**config.mk**
```make
export PLATFORM = sky130hd
export DESIGN_NAME = led_select_host_status
export DESIGN_NICKNAME = d
export VERILOG_FILES = /design/src/led_host_pkg.sv /design/src/led_select_host_status.sv /design/src/sar_thermistor_adc.sv
export SDC_FILE = /design/constraint.sdc
export NUM_CORES = 1
export LEC_CHECK = 0
export BUFFER_PORTS_ARGS = -buffer_cell sky130_fd_sc_hd__buf_2
export CAP_MARGIN = 20
export CORE_MARGIN = 4
export CORE_UTILIZATION = 54
export DETAILED_ROUTE_END_ITERATION = 8
export PLACE_DENSITY = 0.84
export SLEW_MARGIN = 10
export SYNTH_ARGS = -nofsm -noshare
export SYNTH_HDL_FRONTEND = slang
export SYNTH_HIERARCHICAL = 1
export SYNTH_SLANG_ARGS = --single-unit
```
**constraint.sdc**
```tcl
create_clock -name sys_clk -period 2.4 [get_ports sys_clk]
set_input_delay 0.12 -clock sys_clk [delete_from_list [all_inputs] [get_ports sys_clk]]
set_output_delay 0.12 -clock sys_clk [all_outputs]
set_load 0.02 [all_outputs]
```
**src/led_host_pkg.sv**
```systemverilog
package led_host_pkg;
	// Clock and timing
	localparam int CLK_PERIOD_NS = 10;
	localparam int INIT_TIME_NS = 10000;
	localparam int INIT_CYCLES = (INIT_TIME_NS + CLK_PERIOD_NS - 1) / CLK_PERIOD_NS;
	localparam int LED_SLOT_NS = 40000;
	localparam int LED_SLOT_CYCLES = LED_SLOT_NS / CLK_PERIOD_NS;
	localparam int ADC_DISCHARGE_NS = 640;
	localparam int ADC_DISCHARGE_CYCLES = ADC_DISCHARGE_NS / CLK_PERIOD_NS;

	// Counter widths
	localparam int INIT_CNT_W = 10;
	localparam int SLOT_CNT_W = 12;
	localparam int ADC_BITS = 8;

	// LED colour select codes
	localparam logic [1:0] LED_NONE = 2'h0;
	localparam logic [1:0] LED_RED = 2'h1;
	localparam logic [1:0] LED_GREEN = 2'h2;
	localparam logic [1:0] LED_BLUE = 2'h3;

	// Control port
	localparam logic [6:0] CTRL_PORT_ADDR = 7'h1b;
	localparam logic [7:0] CTRL_RESET_VALUE = 8'h00;
	localparam int CTRL_SEQ_EN_BIT = 0;
	localparam int CTRL_ADC_START_BIT = 1;
	localparam logic [3:0] BITS_PER_BYTE = 4'h8;

	typedef enum logic [2:0] {
		CP_IDLE,
		CP_ADDR,
		CP_ADDR_ACK,
		CP_WRITE,
		CP_WRITE_ACK,
		CP_READ,
		CP_READ_ACK
	} ctrl_port_state_t;

	typedef enum logic [1:0] {
		ADC_IDLE,
		ADC_CHARGE,
		ADC_DECIDE,
		ADC_DISCHARGE
	} adc_state_t;
endpackage : led_host_pkg

```
**src/led_select_host_status.sv**
```systemverilog
// What this block does
// - LED select follows sequence: 00 none, 01 red, 10 green, 11 blue.
// - Both LED select outputs held low while reset is asserted.
// - LED select stays low throughout auto-initialization after reset.
// - Host interrupt shows initialization running, then distinctly its completion.
// - Host interrupt output is high-impedance while reset is held.
// - I2C secondary port is the control port; host is primary.
// - SAR conversion: drive charge ramp, sample comparator against thermistor.
`timescale 1ns/100ps
module led_select_host_status (
	input wire logic sys_clk,
	input wire logic resetn,
	input wire logic comparator_result_in,
	output logic ramp_charge_out,
	output logic led_color_select_bit0,
	output logic led_color_select_bit1,
	output logic host_irq_out,
	output logic host_irq_oe,
	input wire logic control_port_clock_in,
	output logic control_port_clock_out,
	output logic control_port_clock_oe,
	input wire logic control_port_data_in,
	output logic control_port_data_out,
	output logic control_port_data_oe,
	output logic [7:0] ctrl_write_data,
	output logic ctrl_write_valid,
	output logic [7:0] adc_result
);
	logic rst_meta_q, rst_sync_q, rst_n;
	logic [led_host_pkg::INIT_CNT_W-1:0] init_cnt_q, init_cnt_d;
	logic init_done_q, init_done_d;
	logic [led_host_pkg::SLOT_CNT_W-1:0] slot_cnt_q, slot_cnt_d;
	logic [1:0] color_q, color_d;
	logic irq_out_q, irq_out_d, irq_oe_q, irq_oe_d;
	led_host_pkg::ctrl_port_state_t cp_q, cp_d;
	logic [3:0] bits_q, bits_d;
	logic [7:0] shift_q, shift_d;
	logic [7:0] ctrl_q, ctrl_d;
	logic sda_low_q, sda_low_d;
	logic rw_q, rw_d;
	logic wvalid_q, wvalid_d;
	logic scl_q, sda_q;
	logic scl_rise, scl_fall, bus_start, bus_stop;
	logic adc_start, adc_valid;
	logic [7:0] adc_code;
	logic [7:0] adc_hold_q, adc_hold_d;

	// Reset release through two flops; assertion still acts at once
	always_ff @(posedge sys_clk or negedge resetn) begin
		if (!resetn) begin
			rst_meta_q <= 1'b0;
			rst_sync_q <= 1'b0;
		end else begin
			rst_meta_q <= 1'b1;
			rst_sync_q <= rst_meta_q;
		end
	end
	assign rst_n = rst_sync_q;

	// Init timer, colour sequence and interrupt level
	always_comb begin
		init_cnt_d = init_cnt_q;
		init_done_d = init_done_q;
		slot_cnt_d = slot_cnt_q;
		color_d = color_q;
		irq_oe_d = 1'b1;
		irq_out_d = 1'b1;
		if (!init_done_q) begin
			init_cnt_d = init_cnt_q + 1'b1;
			if (init_cnt_q == led_host_pkg::INIT_CNT_W'(led_host_pkg::INIT_CYCLES - 1)) begin
				init_done_d = 1'b1;
			end
			color_d = led_host_pkg::LED_NONE;
		end else if (!ctrl_q[led_host_pkg::CTRL_SEQ_EN_BIT]) begin
			color_d = led_host_pkg::LED_NONE;
			slot_cnt_d = '0;
		end else begin
			slot_cnt_d = slot_cnt_q + 1'b1;
			if (color_q == led_host_pkg::LED_NONE) begin
				color_d = led_host_pkg::LED_RED;
				slot_cnt_d = '0;
			end else if (slot_cnt_q ==
					led_host_pkg::SLOT_CNT_W'(led_host_pkg::LED_SLOT_CYCLES - 1)) begin
				slot_cnt_d = '0;
				if (color_q == led_host_pkg::LED_BLUE) begin
					color_d = led_host_pkg::LED_RED;
				end else begin
					color_d = color_q + 2'h1;
				end
			end
		end
		if (init_done_d) begin
			irq_out_d = 1'b0;
		end
	end

	// reset holds LEDs low and interrupt released
	always_ff @(posedge sys_clk or negedge rst_n) begin
		if (!rst_n) begin
			init_cnt_q <= '0;
			init_done_q <= 1'b0;
			slot_cnt_q <= '0;
			color_q <= led_host_pkg::LED_NONE;
			irq_out_q <= 1'b0;
			irq_oe_q <= 1'b0;
		end else begin
			init_cnt_q <= init_cnt_d;
			init_done_q <= init_done_d;
			slot_cnt_q <= slot_cnt_d;
			color_q <= color_d;
			irq_out_q <= irq_out_d;
			irq_oe_q <= irq_oe_d;
		end
	end

	// Line edges; pins arrive synchronous, so one stage of history suffices
	assign scl_rise = control_port_clock_in & ~scl_q;
	assign scl_fall = ~control_port_clock_in & scl_q;
	assign bus_start = control_port_clock_in & scl_q & sda_q & ~control_port_data_in;
	assign bus_stop = control_port_clock_in & scl_q & ~sda_q & control_port_data_in;

	// Control port secondary engine
	always_comb begin
		cp_d = cp_q;
		bits_d = bits_q;
		shift_d = shift_q;
		ctrl_d = ctrl_q;
		sda_low_d = sda_low_q;
		rw_d = rw_q;
		wvalid_d = 1'b0;
		adc_hold_d = adc_valid ? adc_code : adc_hold_q;
		if (bus_start) begin
			cp_d = led_host_pkg::CP_ADDR;
			bits_d = 4'h0;
			sda_low_d = 1'b0;
		end else if (bus_stop) begin
			cp_d = led_host_pkg::CP_IDLE;
			sda_low_d = 1'b0;
		end else begin
			case (cp_q)
				led_host_pkg::CP_ADDR, led_host_pkg::CP_WRITE: begin
					if (scl_rise) begin
						shift_d = {shift_q[6:0], control_port_data_in};
						bits_d = bits_q + 4'h1;
					end else if (scl_fall && bits_q == led_host_pkg::BITS_PER_BYTE) begin
						if (cp_q == led_host_pkg::CP_WRITE) begin
							ctrl_d = shift_q;
							wvalid_d = 1'b1;
							sda_low_d = 1'b1;
							cp_d = led_host_pkg::CP_WRITE_ACK;
						end else if (shift_q[7:1] == led_host_pkg::CTRL_PORT_ADDR
								&& init_done_q) begin
							rw_d = shift_q[0];
							sda_low_d = 1'b1;
							cp_d = led_host_pkg::CP_ADDR_ACK;
						end else begin
							cp_d = led_host_pkg::CP_IDLE;
						end
					end
				end
				led_host_pkg::CP_ADDR_ACK, led_host_pkg::CP_WRITE_ACK: begin
					if (scl_fall) begin
						bits_d = 4'h0;
						if (cp_q == led_host_pkg::CP_ADDR_ACK && rw_q) begin
							shift_d = adc_hold_q;
							sda_low_d = ~adc_hold_q[7];
							cp_d = led_host_pkg::CP_READ;
						end else begin
							sda_low_d = 1'b0;
							cp_d = led_host_pkg::CP_WRITE;
						end
					end
				end
				led_host_pkg::CP_READ: begin
					if (scl_rise) begin
						bits_d = bits_q + 4'h1;
					end else if (scl_fall) begin
						if (bits_q == led_host_pkg::BITS_PER_BYTE) begin
							sda_low_d = 1'b0;
							cp_d = led_host_pkg::CP_READ_ACK;
						end else begin
							shift_d = {shift_q[6:0], 1'b0};
							sda_low_d = ~shift_q[6];
						end
					end
				end
				led_host_pkg::CP_READ_ACK: begin
					// Primary's not-acknowledge ends the read
					if (scl_rise && control_port_data_in) begin
						cp_d = led_host_pkg::CP_IDLE;
					end else if (scl_fall) begin
						bits_d = 4'h0;
						shift_d = adc_hold_q;
						sda_low_d = ~adc_hold_q[7];
						cp_d = led_host_pkg::CP_READ;
					end
				end
				default: begin
					sda_low_d = 1'b0;
				end
			endcase
		end
	end

	// Control port registers; lines idle high in reset
	always_ff @(posedge sys_clk or negedge rst_n) begin
		if (!rst_n) begin
			cp_q <= led_host_pkg::CP_IDLE;
			bits_q <= 4'h0;
			shift_q <= 8'h00;
			ctrl_q <= led_host_pkg::CTRL_RESET_VALUE;
			sda_low_q <= 1'b0;
			rw_q <= 1'b0;
			wvalid_q <= 1'b0;
			scl_q <= 1'b1;
			sda_q <= 1'b1;
			adc_hold_q <= 8'h00;
		end else begin
			cp_q <= cp_d;
			bits_q <= bits_d;
			shift_q <= shift_d;
			ctrl_q <= ctrl_d;
			sda_low_q <= sda_low_d;
			rw_q <= rw_d;
			wvalid_q <= wvalid_d;
			scl_q <= control_port_clock_in;
			sda_q <= control_port_data_in;
			adc_hold_q <= adc_hold_d;
		end
	end

	// Conversion starts on a control write with the start bit set
	assign adc_start = wvalid_q & ctrl_q[led_host_pkg::CTRL_ADC_START_BIT];

	sar_thermistor_adc sar_thermistor_adc_i (
		.sys_clk(sys_clk),
		.rst_n(rst_n),
		.start(adc_start),
		.comparator_result_in(comparator_result_in),
		.ramp_charge_out(ramp_charge_out),
		.busy(),
		.result(adc_code),
		.result_valid(adc_valid)
	);

	// Pin drivers; clock is never stretched
	assign led_color_select_bit0 = color_q[0];
	assign led_color_select_bit1 = color_q[1];
	assign host_irq_out = irq_out_q;
	assign host_irq_oe = irq_oe_q;
	assign control_port_clock_out = 1'b0;
	assign control_port_clock_oe = 1'b0;
	assign control_port_data_out = 1'b0;
	assign control_port_data_oe = sda_low_q;
	assign ctrl_write_data = ctrl_q;
	assign ctrl_write_valid = wvalid_q;
	assign adc_result = adc_hold_q;
endmodule : led_select_host_status

```
**src/sar_thermistor_adc.sv**
```systemverilog
`timescale 1ns/100ps
module sar_thermistor_adc (
	input wire logic sys_clk,
	input wire logic rst_n,
	input wire logic start,
	input wire logic comparator_result_in,
	output logic ramp_charge_out,
	output logic busy,
	output logic [7:0] result,
	output logic result_valid
);
	led_host_pkg::adc_state_t st_q, st_d;
	logic [7:0] code_q, code_d;
	logic [7:0] cnt_q, cnt_d;
	logic [2:0] bit_q, bit_d;
	logic [7:0] trial;
	logic ramp_q, ramp_d;
	logic valid_q, valid_d;

	// Trial code sets the bit under test on top of bits already kept
	assign trial = code_q | (8'h01 << bit_q);

	// Sequencer: charge for trial plus one cycles, compare, discharge, next bit
	always_comb begin
		st_d = st_q;
		code_d = code_q;
		cnt_d = cnt_q;
		bit_d = bit_q;
		valid_d = 1'b0;
		case (st_q)
			led_host_pkg::ADC_IDLE: begin
				if (start) begin
					code_d = 8'h00;
					bit_d = 3'(led_host_pkg::ADC_BITS - 1);
					cnt_d = 8'h00;
					st_d = led_host_pkg::ADC_CHARGE;
				end
			end
			led_host_pkg::ADC_CHARGE: begin
				cnt_d = cnt_q + 8'h01;
				if (cnt_q == trial) begin
					st_d = led_host_pkg::ADC_DECIDE;
				end
			end
			led_host_pkg::ADC_DECIDE: begin
				if (!comparator_result_in) begin
					code_d = trial;
				end
				cnt_d = 8'h00;
				st_d = led_host_pkg::ADC_DISCHARGE;
			end
			default: begin
				cnt_d = cnt_q + 8'h01;
				if (cnt_q == 8'(led_host_pkg::ADC_DISCHARGE_CYCLES - 1)) begin
					cnt_d = 8'h00;
					if (bit_q == 3'h0) begin
						valid_d = 1'b1;
						st_d = led_host_pkg::ADC_IDLE;
					end else begin
						bit_d = bit_q - 3'h1;
						st_d = led_host_pkg::ADC_CHARGE;
					end
				end
			end
		endcase
		ramp_d = (st_d == led_host_pkg::ADC_CHARGE);
	end

	// Registers
	always_ff @(posedge sys_clk or negedge rst_n) begin
		if (!rst_n) begin
			st_q <= led_host_pkg::ADC_IDLE;
			code_q <= 8'h00;
			cnt_q <= 8'h00;
			bit_q <= 3'h0;
			ramp_q <= 1'b0;
			valid_q <= 1'b0;
		end else begin
			st_q <= st_d;
			code_q <= code_d;
			cnt_q <= cnt_d;
			bit_q <= bit_d;
			ramp_q <= ramp_d;
			valid_q <= valid_d;
		end
	end

	assign ramp_charge_out = ramp_q;
	assign busy = (st_q != led_host_pkg::ADC_IDLE);
	assign result = code_q;
	assign result_valid = valid_q;
endmodule : sar_thermistor_adc

```
-- After elaboration in Yosys (flattened, before gate mapping)
Index checks and enable logic that the tools add are counted.
- $add $sub $neg: 6
- multiply operators: 0
- divide/modulo/power cells: 0
- order comparisons: 0
- eq/ne operators: 41
- shift-type cells: 1
- mux-type cells: 77
- bitwise logic cells: 20
- reduce and logical (&&, ||, !) cells: 25
- operators by type and width (cell ; number):
    two-way mux 8 bit ; 11
    two-way mux 3 bit ; 15
    two-way mux 12 bit ; 3
    inequality test 4 bit, second input constant ; 8
    case mux 8 bit (4 select lines) ; 1
    two-way mux 1 bit ; 26
    inequality test 2 bit, second input constant ; 12
    case mux 8 bit (3 select lines) ; 1
    two-way mux 4 bit ; 5
    two-way mux 2 bit ; 9
    case mux 8 bit (2 select lines) ; 1
    AND reduction 8 bit ; 2
    adder 12 x 1 -> 12 bit, second input constant ; 1
    equality test 12 bit, second input constant ; 1
    case mux 3 bit (4 select lines) ; 1
    case mux 4 bit (3 select lines) ; 1
    NOT 1 bit ; 11
    AND reduction 11 bit ; 1
    adder 10 x 1 -> 10 bit, second input constant ; 1
    equality test 10 bit, second input constant ; 1
    inequality test 5 bit, second input constant ; 2
    equality test 3 bit, second input constant ; 3
    adder 8 x 1 -> 8 bit, second input constant ; 1
    AND 1 bit ; 8
    31 further kinds ; 44
- flip-flop bits (word level): 88
- latch bits: 0
- RAM bits: 0
- bits in read-only memories: 0
- input port bits: 5
- output and inout bits: 26
- logic and storage cells: 194
- memories: 0

-- Longest topological paths before layout
Gate-level depths: netlist of run 1.
- word-level depth: 9
- depth in mapped cells: 8
- gate-level depth less buffers: 7

-- Modules after synthesis
Netlist of run 1, hierarchy kept.
- by module, submodules not included (module ; times used ; cells an instance ; area each (µm²) ; seq. area each (µm²)):
    led_select_host_status ; 1 ; 281 ; 3256.9 ; 1629.1
    sar_thermistor_adc ; 1 ; 156 ; 1385.1 ; 575.6

-- Least setup slack after synthesis of run 1
OpenSTA, ideal clock, no wires.
- path kind: register to register
- start point: register color_q[0]
- end point: register slot_cnt_q[11] (netlist bit)
- library setup time: 0.082 ns
- arrival time: 1.617 ns
- data required time: 2.318 ns
- setup slack: 0.701 ns
- cell stages (with the launch flop): 8
- path buffers: 1
- cell sequence: dfrtp_1 inv_1 ha_1 nand3b_1 a31oi_1 buf_2 a21bo_1 a31oi_1
- longest elaborated chain between the ends: 3
- RTL lines (element ; RTL line ; text):
    start, declared ; led_select_host_status.sv:33 ; logic [1:0] color_q, color_d;
    start signal, assigned ; led_select_host_status.sv:103 ; color_q <= led_host_pkg::LED_NONE;
    start signal, assigned ; led_select_host_status.sv:110 ; color_q <= color_d;
    logical NOT 2 bit ; led_select_host_status.sv:79 ; if (color_q == led_host_pkg::LED_NONE) begin
    two-way mux 12 bit ; led_select_host_status.sv:79 ;
    two-way mux 12 bit ; led_select_host_status.sv:74 ; end else if (!ctrl_q[led_host_pkg::CTRL_SEQ_EN_BIT]) begin
    end signal, assigned ; led_select_host_status.sv:109 ; slot_cnt_q <= slot_cnt_d;
    end, declared ; led_select_host_status.sv:32 ; logic [led_host_pkg::SLOT_CNT_W-1:0] slot_cnt_q, slot_cnt_d;
Every way passes these cells.
A chain may end at the register's enable or synchronous reset.

-- Worst setup path in the final report of run 1
- start point: register bits_q[0]
- end point: register ctrl_q[4], in the netlist ctrl_write_data[4]
- longest elaborated chain between the ends: 3
- RTL lines (element ; RTL line ; text):
    start, declared ; led_select_host_status.sv:36 ; logic [3:0] bits_q, bits_d;
    start signal, assigned ; led_select_host_status.sv:220 ; bits_q <= bits_d;
    equality test 4 bit ; led_select_host_status.sv:145 ; end else if (scl_fall && bits_q == led_host_pkg::BITS_PER_BYTE) begin
    logical AND 1 bit ; led_select_host_status.sv:145 ;
    AND reduction 6 bit (no source line) ; -- ;
    end signal, assigned ; led_select_host_status.sv:211 ; ctrl_q <= led_host_pkg::CTRL_RESET_VALUE;
    end signal, assigned ; led_select_host_status.sv:222 ; ctrl_q <= ctrl_d;
    end, declared ; led_select_host_status.sv:38 ; logic [7:0] ctrl_q, ctrl_d;
Every way passes these cells.

==> results of run 1 <==
-- area by class of cell --
class / instances / area share [%]
clock buffer: 11 / 2.98
clock inverter: 1 / 0.592
inverter: 23 / 1.70
multi-input combinational: 312 / 44.4
sequential: 88 / 43.5
tap: 105 / 2.59
timing repair buffer: 35 / 4.24
-- layout by cell type, fill, tap and decap left out, types with 3 or more instances in the layout --
cell type / synthesis / final
inv_1: 21 / 21
o31ai_1: 5 / 5
nand2b_1: 7 / 7
nor2_1: 34 / 34
mux2_4: 8 / 8
conb_1: 2 / 5
dlygate4sd3_1: 0 / 3
nand4_1: 10 / 10
nand2_1: 35 / 35
nor4_1: 3 / 3
nand3_1: 11 / 11
o211ai_1: 3 / 3
and3b_1: 4 / 4
a21oi_1: 20 / 20
nor3_1: 7 / 7
ha_1: 16 / 16
mux2_1: 16 / 16
mux2_2: 10 / 10
clkbuf_8: 0 / 11
buf_4: 7 / 4
dfrtp_1: 86 / 85
and3_1: 7 / 7
xnor2_1: 12 / 12
buf_2: 6 / 27
a22o_1: 5 / 5
and4_1: 5 / 5
o21ai_1: 5 / 5
a31oi_1: 13 / 13
xor2_1: 12 / 12
o21ai_0: 14 / 14
o21a_1: 3 / 3
-- path summary, 6_finish.rpt --
kind                                 startpoint  slack [ps]  cells past startpoint                             end
hold reg to reg                           rst_n         330                      0                      shift_q[6]
min in group sys_clk       comparator_result_in         310                      5  sar_thermistor_adc_i/result[0]
max in group asynchronous                 rst_n        1450                      1                           scl_q
setup reg to reg                      bits_q[0]         360                      6              ctrl_write_data[4]
hold / removal                           resetn          70                      2                           rst_n
setup / recovery                      bits_q[0]         360                      6              ctrl_write_data[4]
-- worst max-delay path, stage by stage, from the launching register on --
cell	delay, ps
dfrtp_1	410
inv_1	90
ha_1	160
nand3b_1	130
nor2_1	270
and4_1	490
mux2_1	370
-- power by group through the flow --
stage               clock network, uW  registers (uW)  logic, uW
finish                           1000            1650        240
global route                     1070            1670        263
detailed placement                  0            1680        237
floorplan                           0            1650        189
global placement                    0            1670        221
CTS                              1020            1650        243
-- flip-flops by register name, summed over array words and instances, names as in the netlist, 2 cells and up --
signal	count
init_cnt_q	10
shift_q	8
slot_cnt_q	12
adc_result	8
sar_thermistor_adc_i/result	8
color_q	2
sar_thermistor_adc_i/bit_q	3
ctrl_write_data	8
sar_thermistor_adc_i/st_q	2
sar_thermistor_adc_i/cnt_q	8
cp_q	3
bits_q	4
-- through the flow --
stage	total power [uW]	setup WS, ps	hold slack, ps
after global routing	3000	190	72.0
after CTS	2920	349	54.3
after floorplan	1840	701	-176
final	2900	362	71.6
after detailed placement	1920	388	-91.7
after global placement	1900	479	-93.1
-- metal layers --
layer  global-route usage, %  wire (um)  vias up  part of all wire (%)
met5                       0          0        -                     0
met4                    9.53        294        0                   3.1
met3                    3.81        480       33                   5.1
met2                    29.7       4380      102                    46
met1                    27.6       4310     1685                    46
li1                        -          -     1615                     -
-- cell families (layout without fill, tap and decap cells) --
family / Yosys count / count (layout) / synth area share, %
xor+xnor: 24 / 24 / 4.53
fa+ha+maj: 16 / 16 / 4.31
buf+inv: 40 / 70 / 4.21
flops: 88 / 88 / 47.5
mux: 36 / 36 / 9.33
simple gates: 141 / 141 / 16.2
other cells: 2 / 5 / 0.162
compound gates: 90 / 90 / 13.8
==> flow_metrics.env, run 1 <==
export IMPL_status="complete, no violations"
export IMPL_dp_cells=560
export IMPL_leakage_uw=0.00235
export IMPL_synth_cell_types=67
export IMPL_startpoint_type="flop"
export IMPL_finalNetCount=490
export IMPL_internal_power_uw=2210
export IMPL_ant_nets=0
export IMPL_multi_input_area_um2=2250
export IMPL_path_max_fanout=9
export IMPL_gr_total_overflow=0
export IMPL_die_width_um=101
export IMPL_synthTopCellsByArea="dfrtp_1, ha_1, mux2_1, nand2_1, nor2_1"
export IMPL_fill_cells=657
export IMPL_synth_edf_count=0
export IMPL_grt_max_degree=46
export IMPL_crit_arrival_ps=2270
export IMPL_placementRows=33
export IMPL_grt_pass1_vias=3296
export IMPL_tns_ps=0
export IMPL_drv_cap=0
export IMPL_io_buffers=27
export IMPL_finalSetupViolCount=0
export IMPL_track_usage_pct=19.8
export IMPL_numCtsBuffers=9
export IMPL_drc=0
export IMPL_die_area_um2=10100
export IMPL_clock_skew_ps=8.23
export IMPL_hp_class="in -> async"
export IMPL_slew_viol_final=0
export IMPL_core_area_um2=8300
export IMPL_clk_latency_ps=350
export IMPL_cts_tree="built"
export IMPL_p_seq_share_pct=57.1
export IMPL_ctsResizeCount=0
export IMPL_grt_pass1_wl_um=15900
export IMPL_ir_drop_mv=0.522
export IMPL_endpoint_kind="flop"
export IMPL_drt_pass1_iterations=5
export IMPL_die_y_um=101
export IMPL_placed_area_um2=4860
export IMPL_synth_top_area_share_pct=46.4
export IMPL_wl_per_cell_um=16.5
export IMPL_cts_setup_buffers=0
export IMPL_p_comb_share_pct=8.3
export IMPL_clockRootBuffer="clkbuf_8"
export IMPL_htree_levels=3
export IMPL_final_layout_size_suffix_gt1_share_pct=16.4
export IMPL_power_switching_uw=692
export IMPL_ctsHoldBuffers=3
export IMPL_grt_antenna_before_repair=0
export IMPL_syn_area_um2=4640
export IMPL_tightest_slew_ps=591
export IMPL_ys_flop_type="dfrtp_1"
export IMPL_yosysSeqAreaShare_pct=47.5
export IMPL_syn_mean_instance_area_um2=10.6
export IMPL_timing_final_crit_share_pct=84.9
export IMPL_rsz0062_at_grt="no"
export IMPL_finalNonFillerCells=575
export IMPL_critPathKind="reg -> reg"
export IMPL_max_freq_mhz=491
export IMPL_vias=3435
export IMPL_p_per_area_nw_per_um2=571
export IMPL_cts_max_path_buffers=2
export IMPL_layout_min_cycle_time_ps=2040
export IMPL_p_sw_share_pct=23.9
export IMPL_initial_core_util_pct=55.9
export IMPL_clkPwrFrac_pct=34.6
export IMPL_wirelength_um=9460
export IMPL_synth_common_cells="dfrtp_1, nand2_1, nor2_1"
export IMPL_synth_top_cell_by_area="dfrtp_1"
export IMPL_seqCellArea_um2=2210
export IMPL_synth_seq_cells=88
export IMPL_ioPinCount=31
export IMPL_netlist_instances=437
export IMPL_first_iter_violations=159
export IMPL_synth_warnings=6
export IMPL_syn_to_final_growth_pct=9.35
export IMPL_utilization_pct=61.2
export IMPL_finalHoldViolCount=0
export IMPL_synthMostInstantiatedCell="dfrtp_1"
export IMPL_routabilityCongestion=0.886
export IMPL_crit_required_ps=2630
export IMPL_slew_headroom_pct=60.4
export IMPL_clkSinkCount=88
export IMPL_async_flop_share_pct=100
export IMPL_path_clk_slew_ps=80
export IMPL_stdcell_area_um2=5080
export IMPL_antenna_cells=0
export IMPL_dp_hpwl_um=6710
export IMPL_routed_via_density=5.97
(Power assumes the default switching activity.)
==> run 2, diff against run 1 <==
==> constraint.sdc (replaced) <==
create_clock -name sys_clk -period 1.65 [get_ports sys_clk]
set_input_delay 0.0825 -clock sys_clk [delete_from_list [all_inputs] [get_ports sys_clk]]
set_output_delay 0.0825 -clock sys_clk [all_outputs]
set_load 0.02 [all_outputs]
==> run 2 against run 1 <==
Effect of this change: the flow now finishes with violations (negative setup slack); global-route usage grew 3.4 points; hold slack lost 27 ps; clock power grew 33%; setup slack lost 410 ps; wire length grew 25%; critical path depth grew 1; total power grew 45%; sequential share of layout area shrank 5.7 points; count of clock-buffer cells in the layout is the same; critical endpoint is now sar_thermistor_adc_i/st_q[0]; largest cell class unchanged.
==> flow_metrics.env, run 2 (synthesis results as in run 1) <==
export IMPL_grt_pass1_wl_um=18600
export IMPL_first_iter_violations=157
export IMPL_clkSinkCount=88
export IMPL_reg2reg_from="sar_thermistor_adc_i/bit_q[1]"
export IMPL_utilization_pct=70.7
export IMPL_drt_pass1_iterations=5
export IMPL_setup_slack_ps=-48.9
export IMPL_clkPwrFrac_pct=31.6
export IMPL_layout_min_cycle_time_ps=1700
export IMPL_crit_path_start="sar_thermistor_adc_i/bit_q[1]"
export IMPL_wirelength_um=11900
export IMPL_track_usage_pct=23.2
export IMPL_slowest_delay_ps=440
export IMPL_slew_viol_final=0
export IMPL_p_per_area_nw_per_um2=718
export IMPL_gr_total_overflow=0
export IMPL_critPathKind="reg -> reg"
export IMPL_grt_met2_usage_pct=38.4
export IMPL_ioPinCount=31
export IMPL_die_y_um=101
export IMPL_final_layout_size_suffix_gt1_share_pct=38.6
export IMPL_placementRows=33
export IMPL_ir_drop_mv=0.578
export IMPL_die_area_um2=10100
export IMPL_grt_pass1_vias=3847
export IMPL_rsz0062_at_grt="yes"
export IMPL_max_freq_mhz=589
export IMPL_wl_per_cell_um=18.6
export IMPL_syn_to_final_growth_pct=26.3
export IMPL_post_place_ws_ps=-114
export IMPL_drc=0
export IMPL_clk_latency_ps=350
export IMPL_htree_levels=3
export IMPL_worstReg2RegEnd="sar_thermistor_adc_i/st_q[0]"
export IMPL_finalNetCount=551
export IMPL_internal_power_uw=3140
export IMPL_drv_cap=0
export IMPL_vias=3866
export IMPL_startpoint_type="flop"
export IMPL_initial_core_util_pct=55.9
export IMPL_top_usage_layer="met2"
export IMPL_worst_r2r_cell_count=7
export IMPL_reg_top3="slot_cnt_q: 12 flops, init_cnt_q: 10 flops"
export IMPL_cts_max_path_buffers=2
export IMPL_grt_antenna_before_repair=0
export IMPL_layout_common_cells="dfrtp_1, buf_4, nand2_1, nor2_1, buf_2"
export IMPL_p_sw_share_pct=25.4
export IMPL_status="finished, violations left"
export IMPL_gr_usage_met1_pct=30.1
export IMPL_tightest_slew_ps=508
export IMPL_layout_commonest_cell="dfrtp_1"
export IMPL_grt_util_met3_pct=3.18
export IMPL_whs_ps=44.3
export IMPL_io_buffers=27
export IMPL_antenna_cells=0
export IMPL_clockRootBuffer="clkbuf_8"
export IMPL_critPathSlowestCell="dfrtp_2"
export IMPL_core_area_um2=8300
export IMPL_timing_final_crit_share_pct=103
export IMPL_routabilityCongestion=0.913
export IMPL_power_uw=4210
export IMPL_largest_register_ffs=12
export IMPL_leakage_uw=0.00268
export IMPL_endpoint_kind="flop"
export IMPL_numCtsBuffers=9
export IMPL_power_switching_uw=1070
export IMPL_hp_class="in -> async"
export IMPL_die_width_um=101
export IMPL_slew_headroom_pct=66.1
export IMPL_ff2ff_setup_slack_ps=-50
export IMPL_regMostFlops="slot_cnt_q"
export IMPL_finalSetupViolCount=16
export IMPL_grt_max_degree=36
export IMPL_ant_nets=0
export IMPL_cts_tree="built"
export IMPL_finalHoldViolCount=0
export IMPL_path_clk_slew_ps=80
export IMPL_path_max_fanout=4
export IMPL_worstPathCellList="buf_4 > ha_4 > nand2b_4 > a21oi_2 > nor4b_4 > and4_4 > a31oi_1"
export IMPL_p_seq_share_pct=56.9
export IMPL_clock_skew_ps=9.22
export IMPL_routed_via_density=6.05
export IMPL_dp_hpwl_um=7530
export IMPL_p_comb_share_pct=11.5
export IMPL_crit_required_ps=1870
export IMPL_crit_arrival_ps=1920
export IMPL_violations="negative setup slack"
## run 2: area by class of cell
| type | instances | area (um2) |
|---|---|---|
| Timing Repair Buffer | 96 | 724 |
| Tap cell | 105 | 131 |
| Inverter | 23 | 86.3 |
| Clock buffer | 11 | 151 |
| Multi-Input combinational cell | 312 | 2530 |
| Clock inverter | 4 | 20.0 |
| Fill cell | 533 | 2430 |
| Sequential cell | 88 | 2220 |
## run 2: how the worst max path moves through the flow
stage	end	slack, ps	cells after the start
5_1_grt	sar_thermistor_adc_i/result[7]	-140	7
3_5_place_dp	ctrl_write_data[3]	-110	7
3_3_place_gp	sar_thermistor_adc_i/st_q[0]	-20	7
4_1_cts	ctrl_write_data[1]	-30	7
6_report	sar_thermistor_adc_i/st_q[0]	-50	7
2_1_floorplan	ctrl_write_data[0]	3	7
## run 2: stage by stage
step | instance area (um2) | TNS (ps) | std cells
2_1_floorplan | 4660 | 0 | 440
3_3_place_gp | 5220 | -44.4 | 603
3_5_place_dp | 5220 | -1030 | 603
4_1_cts | 5640 | -140 | 633
5_1_grt | 5860 | -2320 | 639
6_report | 5860 | -395 | 639
## run 2: power groups by stage
stage	clock network (uW)	logic (uW)	registers, uW
floorplan	0	274	2410
global placement	0	390	2410
detailed placement	0	417	2420
CTS	1370	459	2380
global route	1440	518	2400
finish	1330	484	2390
## run 2: repair_timing
item	CTS	global route
hold buffers	3	0
endpoints found under the hold margin	4	0
setup buffers	10	8
cloned	2	0
pin swaps	6	14
gates resized for setup	38	45
setup endpoints to repair	25	47
## run 2: critical path: cells and delay by family, from the launching register on
| family | cells | cell delay, ps |
|---|---|---|
| flip-flops | 1 | 440 |
| buffers and inverters | 1 | 150 |
| adder cells (fa/ha/maj) | 1 | 170 |
| AND/OR/NAND/NOR | 3 | 640 |
| AO/OA/AOI/OAI | 2 | 180 |
## run 2: routing by layer
layer,part of all wire [%],vias up
met5,0,-
met4,2.9,0
met3,4.9,37
met2,50,161
met1,42,1931
li1,-,1737
==> run 3, diff against run 2 <==
--- a/config.mk
+++ b/config.mk
@@ -6,13 +6,12 @@
 export NUM_CORES = 1
 export LEC_CHECK = 0
 export BUFFER_PORTS_ARGS = -buffer_cell sky130_fd_sc_hd__buf_2
-export CAP_MARGIN = 20
+export CAP_MARGIN = 25
 export CORE_MARGIN = 4
 export CORE_UTILIZATION = 54
 export DETAILED_ROUTE_END_ITERATION = 8
-export PLACE_DENSITY = 0.84
+export PLACE_DENSITY_LB_ADDON = 0.05
 export SLEW_MARGIN = 10
 export SYNTH_ARGS = -nofsm -noshare
 export SYNTH_HDL_FRONTEND = slang
-export SYNTH_HIERARCHICAL = 1
 export SYNTH_SLANG_ARGS = --single-unit
==> run 3 against run 2 <==
Effect of this change: the flow still finishes with violations (negative setup slack); first-iteration DRC count fell by 22%; utilization up 7.1 points; count of clock-buffer cells in the layout is 1 higher; maximum frequency shrank 1.3%; setup slack lost 23 ps; area after synthesis about the same.
==> flow_metrics.env, run 3 <==
export IMPL_synth_top_area_share_pct=46.3
export IMPL_worstReg2RegEnd="slot_cnt_q[9]"
export IMPL_layout_min_cycle_time_ps=1720
export IMPL_synth_seq_cells=88
export IMPL_reg2reg_from="slot_cnt_q[5]"
export IMPL_path_clk_slew_ps=90
export IMPL_setup_slack_ps=-71.6
export IMPL_crit_family="compound AO/OA/AOI/OAI gates"
export IMPL_synthTopCellsByArea="dfrtp_1, mux2_2, ha_1, nand2_1, o21ai_0"
export IMPL_routabilityCongestion=0.924
export IMPL_critPathKind="reg -> reg"
export IMPL_leakage_uw=0.00305
export IMPL_final_layout_size_suffix_gt1_share_pct=44.3
export IMPL_worst_r2r_cell_count=6
export IMPL_critPathSlowestCell="or3b_4"
export IMPL_cp_num_cells=6
export IMPL_synth_top_cell_by_area="dfrtp_1"
export IMPL_synth_cell_types=64
export IMPL_clockRootBuffer="clkbuf_8"
export IMPL_rsz0062_at_grt="yes"
export IMPL_cts_max_path_buffers=2
export IMPL_largest_register_ffs=12
export IMPL_grt_max_degree=33
export IMPL_path_max_fanout=8
export IMPL_max_freq_mhz=581
export IMPL_syn_to_final_growth_pct=39.0
export IMPL_die_y_um=101
export IMPL_htree_levels=3
export IMPL_clk_latency_ps=350
export IMPL_die_area_um2=10100
export IMPL_initial_core_util_pct=55.9
export IMPL_slowest_delay_ps=440
export IMPL_syn_mean_instance_area_um2=9.86
export IMPL_slew_viol_final=0
export IMPL_first_iter_violations=122
export IMPL_clkSinkCount=88
export IMPL_timing_final_crit_share_pct=104
export IMPL_track_usage_pct=23.9
export IMPL_crit_required_ps=1890
export IMPL_power_uw=5190
export IMPL_synth_edf_count=0
export IMPL_async_flop_share_pct=100
export IMPL_endpoint_kind="flop"
export IMPL_synthMostInstantiatedCell="dfrtp_1"
export IMPL_p_per_area_nw_per_um2=805
export IMPL_antenna_cells=0
export IMPL_status="finished, violations left"
export IMPL_utilization_pct=77.8
export IMPL_placementRows=33
export IMPL_vias=4085
export IMPL_ir_drop_mv=0.578
export IMPL_path_buf_inv=1
export IMPL_routed_via_density=5.70
export IMPL_crit_arrival_ps=1960
export IMPL_layout_common_cells="buf_4, dfrtp_1, nand2_1, mux2_2, nor2_1"
export IMPL_stdcell_area_um2=6450
export IMPL_violations="negative setup slack"
export IMPL_drc=0
export IMPL_drv_cap=0
export IMPL_ioPinCount=31
export IMPL_dp_cells=674
export IMPL_clock_skew_ps=10.5
export IMPL_dp_hpwl_um=8090
export IMPL_finalNonFillerCells=717
export IMPL_startpoint_type="flop"
export IMPL_grt_antenna_before_repair=0
export IMPL_gr_total_overflow=0
export IMPL_wirelength_um=12200
export IMPL_synth_warnings=0
export IMPL_core_area_um2=8300
export IMPL_reg_top3="slot_cnt_q: 12 flops, init_cnt_q: 10 flops"
export IMPL_netlist_instances=471
export IMPL_drt_pass1_iterations=5
export IMPL_regMostFlops="slot_cnt_q"
export IMPL_wl_per_cell_um=17.0
export IMPL_yosysSeqAreaShare_pct=47.5
export IMPL_syn_area_um2=4640
export IMPL_finalNetCount=629
export IMPL_worstPathCellList="or3b_4 > o31ai_4 > buf_6 > a21oi_1 > o21ai_1 > o31ai_1"
export IMPL_finalHoldViolCount=0
export IMPL_ant_nets=0
export IMPL_crit_path_start="slot_cnt_q[5]"
export IMPL_grt_pass1_vias=3994
export IMPL_endpoint="slot_cnt_q[9]"
export IMPL_grt_pass1_wl_um=19200
export IMPL_io_buffers=27
export IMPL_layout_commonest_cell="buf_4"
export IMPL_finalSetupViolCount=14
export IMPL_synth_common_cells="dfrtp_1, nand2_1, nor2_1"
export IMPL_hp_class="in -> async"
export IMPL_placed_area_um2=5560
export IMPL_ff2ff_setup_slack_ps=-70
export IMPL_cts_tree="built"
export IMPL_numCtsBuffers=9
export IMPL_die_width_um=101
export IMPL_ys_flop_type="dfrtp_1"
## run 3: changes by cell type after synthesis, sizes merged, moves of 5 or more
cell and change:
o21ai +11, xor2 -7, xnor2 -6, a31oi -6, nand2 +12, and3 -6, a21oi +8, nor2b +8
buf -7, and2 +5, inv +6, nor3 +6, clkbuf +5
## run 3: layout make-up
cell class / count / area (um2)
sequential: 88 / 2220
clock inverter: 4 / 28.8
multi-input combinational: 343 / 2770
inverter: 29 / 114
clock buffer: 12 / 155
timing repair buffer: 136 / 1040
tap: 105 / 131
fill: 555 / 1840
## run 3: metal layers
metal	track usage, %	up-vias	share of wire, %
met1	31.7	1997	42
met4	7.98	0	2.6
met3	4.98	22	4.8
li1	-	1953	-
met2	39.1	113	50
met5	0	-	0
## run 3: what timing repair did
action / in CTS / in global routing
buffers inserted: 7 / 16
endpoints found under the setup margin: 40 / 52
hold endpoints to repair: 4 / 0
resized for setup: 48 / 72
gates cloned: 0 / 1
pin swaps: 9 / 25
hold buffers: 3 / 0
## run 3: worst min-delay path by stage
stage          depth (start not counted)  slack [ps]         end
2_1_floorplan                          0        -210  rst_meta_q
4_1_cts                                2          20       rst_n
5_1_grt                                2          40       rst_n
6_report                               2          50       rst_n
3_3_place_gp                           1        -130  rst_meta_q
3_5_place_dp                           1        -130       rst_n
## run 3: cells by family (layout without fill, tap and decap cells)
| kind of cell | count (synthesis) | count (layout) | synth area share (%) |
|---|---|---|---|
| compound gates | 110 | 110 | 15.3 |
| xor+xnor | 11 | 11 | 2.07 |
| fa+ha+maj | 17 | 17 | 4.58 |
| buf+inv | 44 | 181 | 4.02 |
| flops | 88 | 88 | 47.5 |
| mux | 36 | 36 | 8.70 |
| other cells | 2 | 5 | 0.162 |
| simple gates | 163 | 164 | 17.7 |
## run 3: power breakdown
part           switching, uW  total (uW)  internal (uW)
clock network            780        1410            631
registers                145        2470           2330
logic                    612        1310            696
total                   1540        5190           3660
## run 3: metrics by stage
| step | setup slack (ps) | setup TNS (ps) | hold WS [ps] |
|---|---|---|---|
| global placement | -135 | -1090 | -132 |
| CTS | -40.7 | -270 | 15.6 |
| floorplan | -7.74 | -7.74 | -213 |
| global route | -135 | -2560 | 36.2 |
| finish | -71.6 | -549 | 46.6 |
| detailed placement | -193 | -1760 | -128 |
## run 3: worst register-to-register path, stage by stage, from the launching register on
cell and delay, ps:
dfrtp_1 390, or3b_4 440, o31ai_4 300, buf_6 170, a21oi_1 60, o21ai_1 150, o31ai_1 100
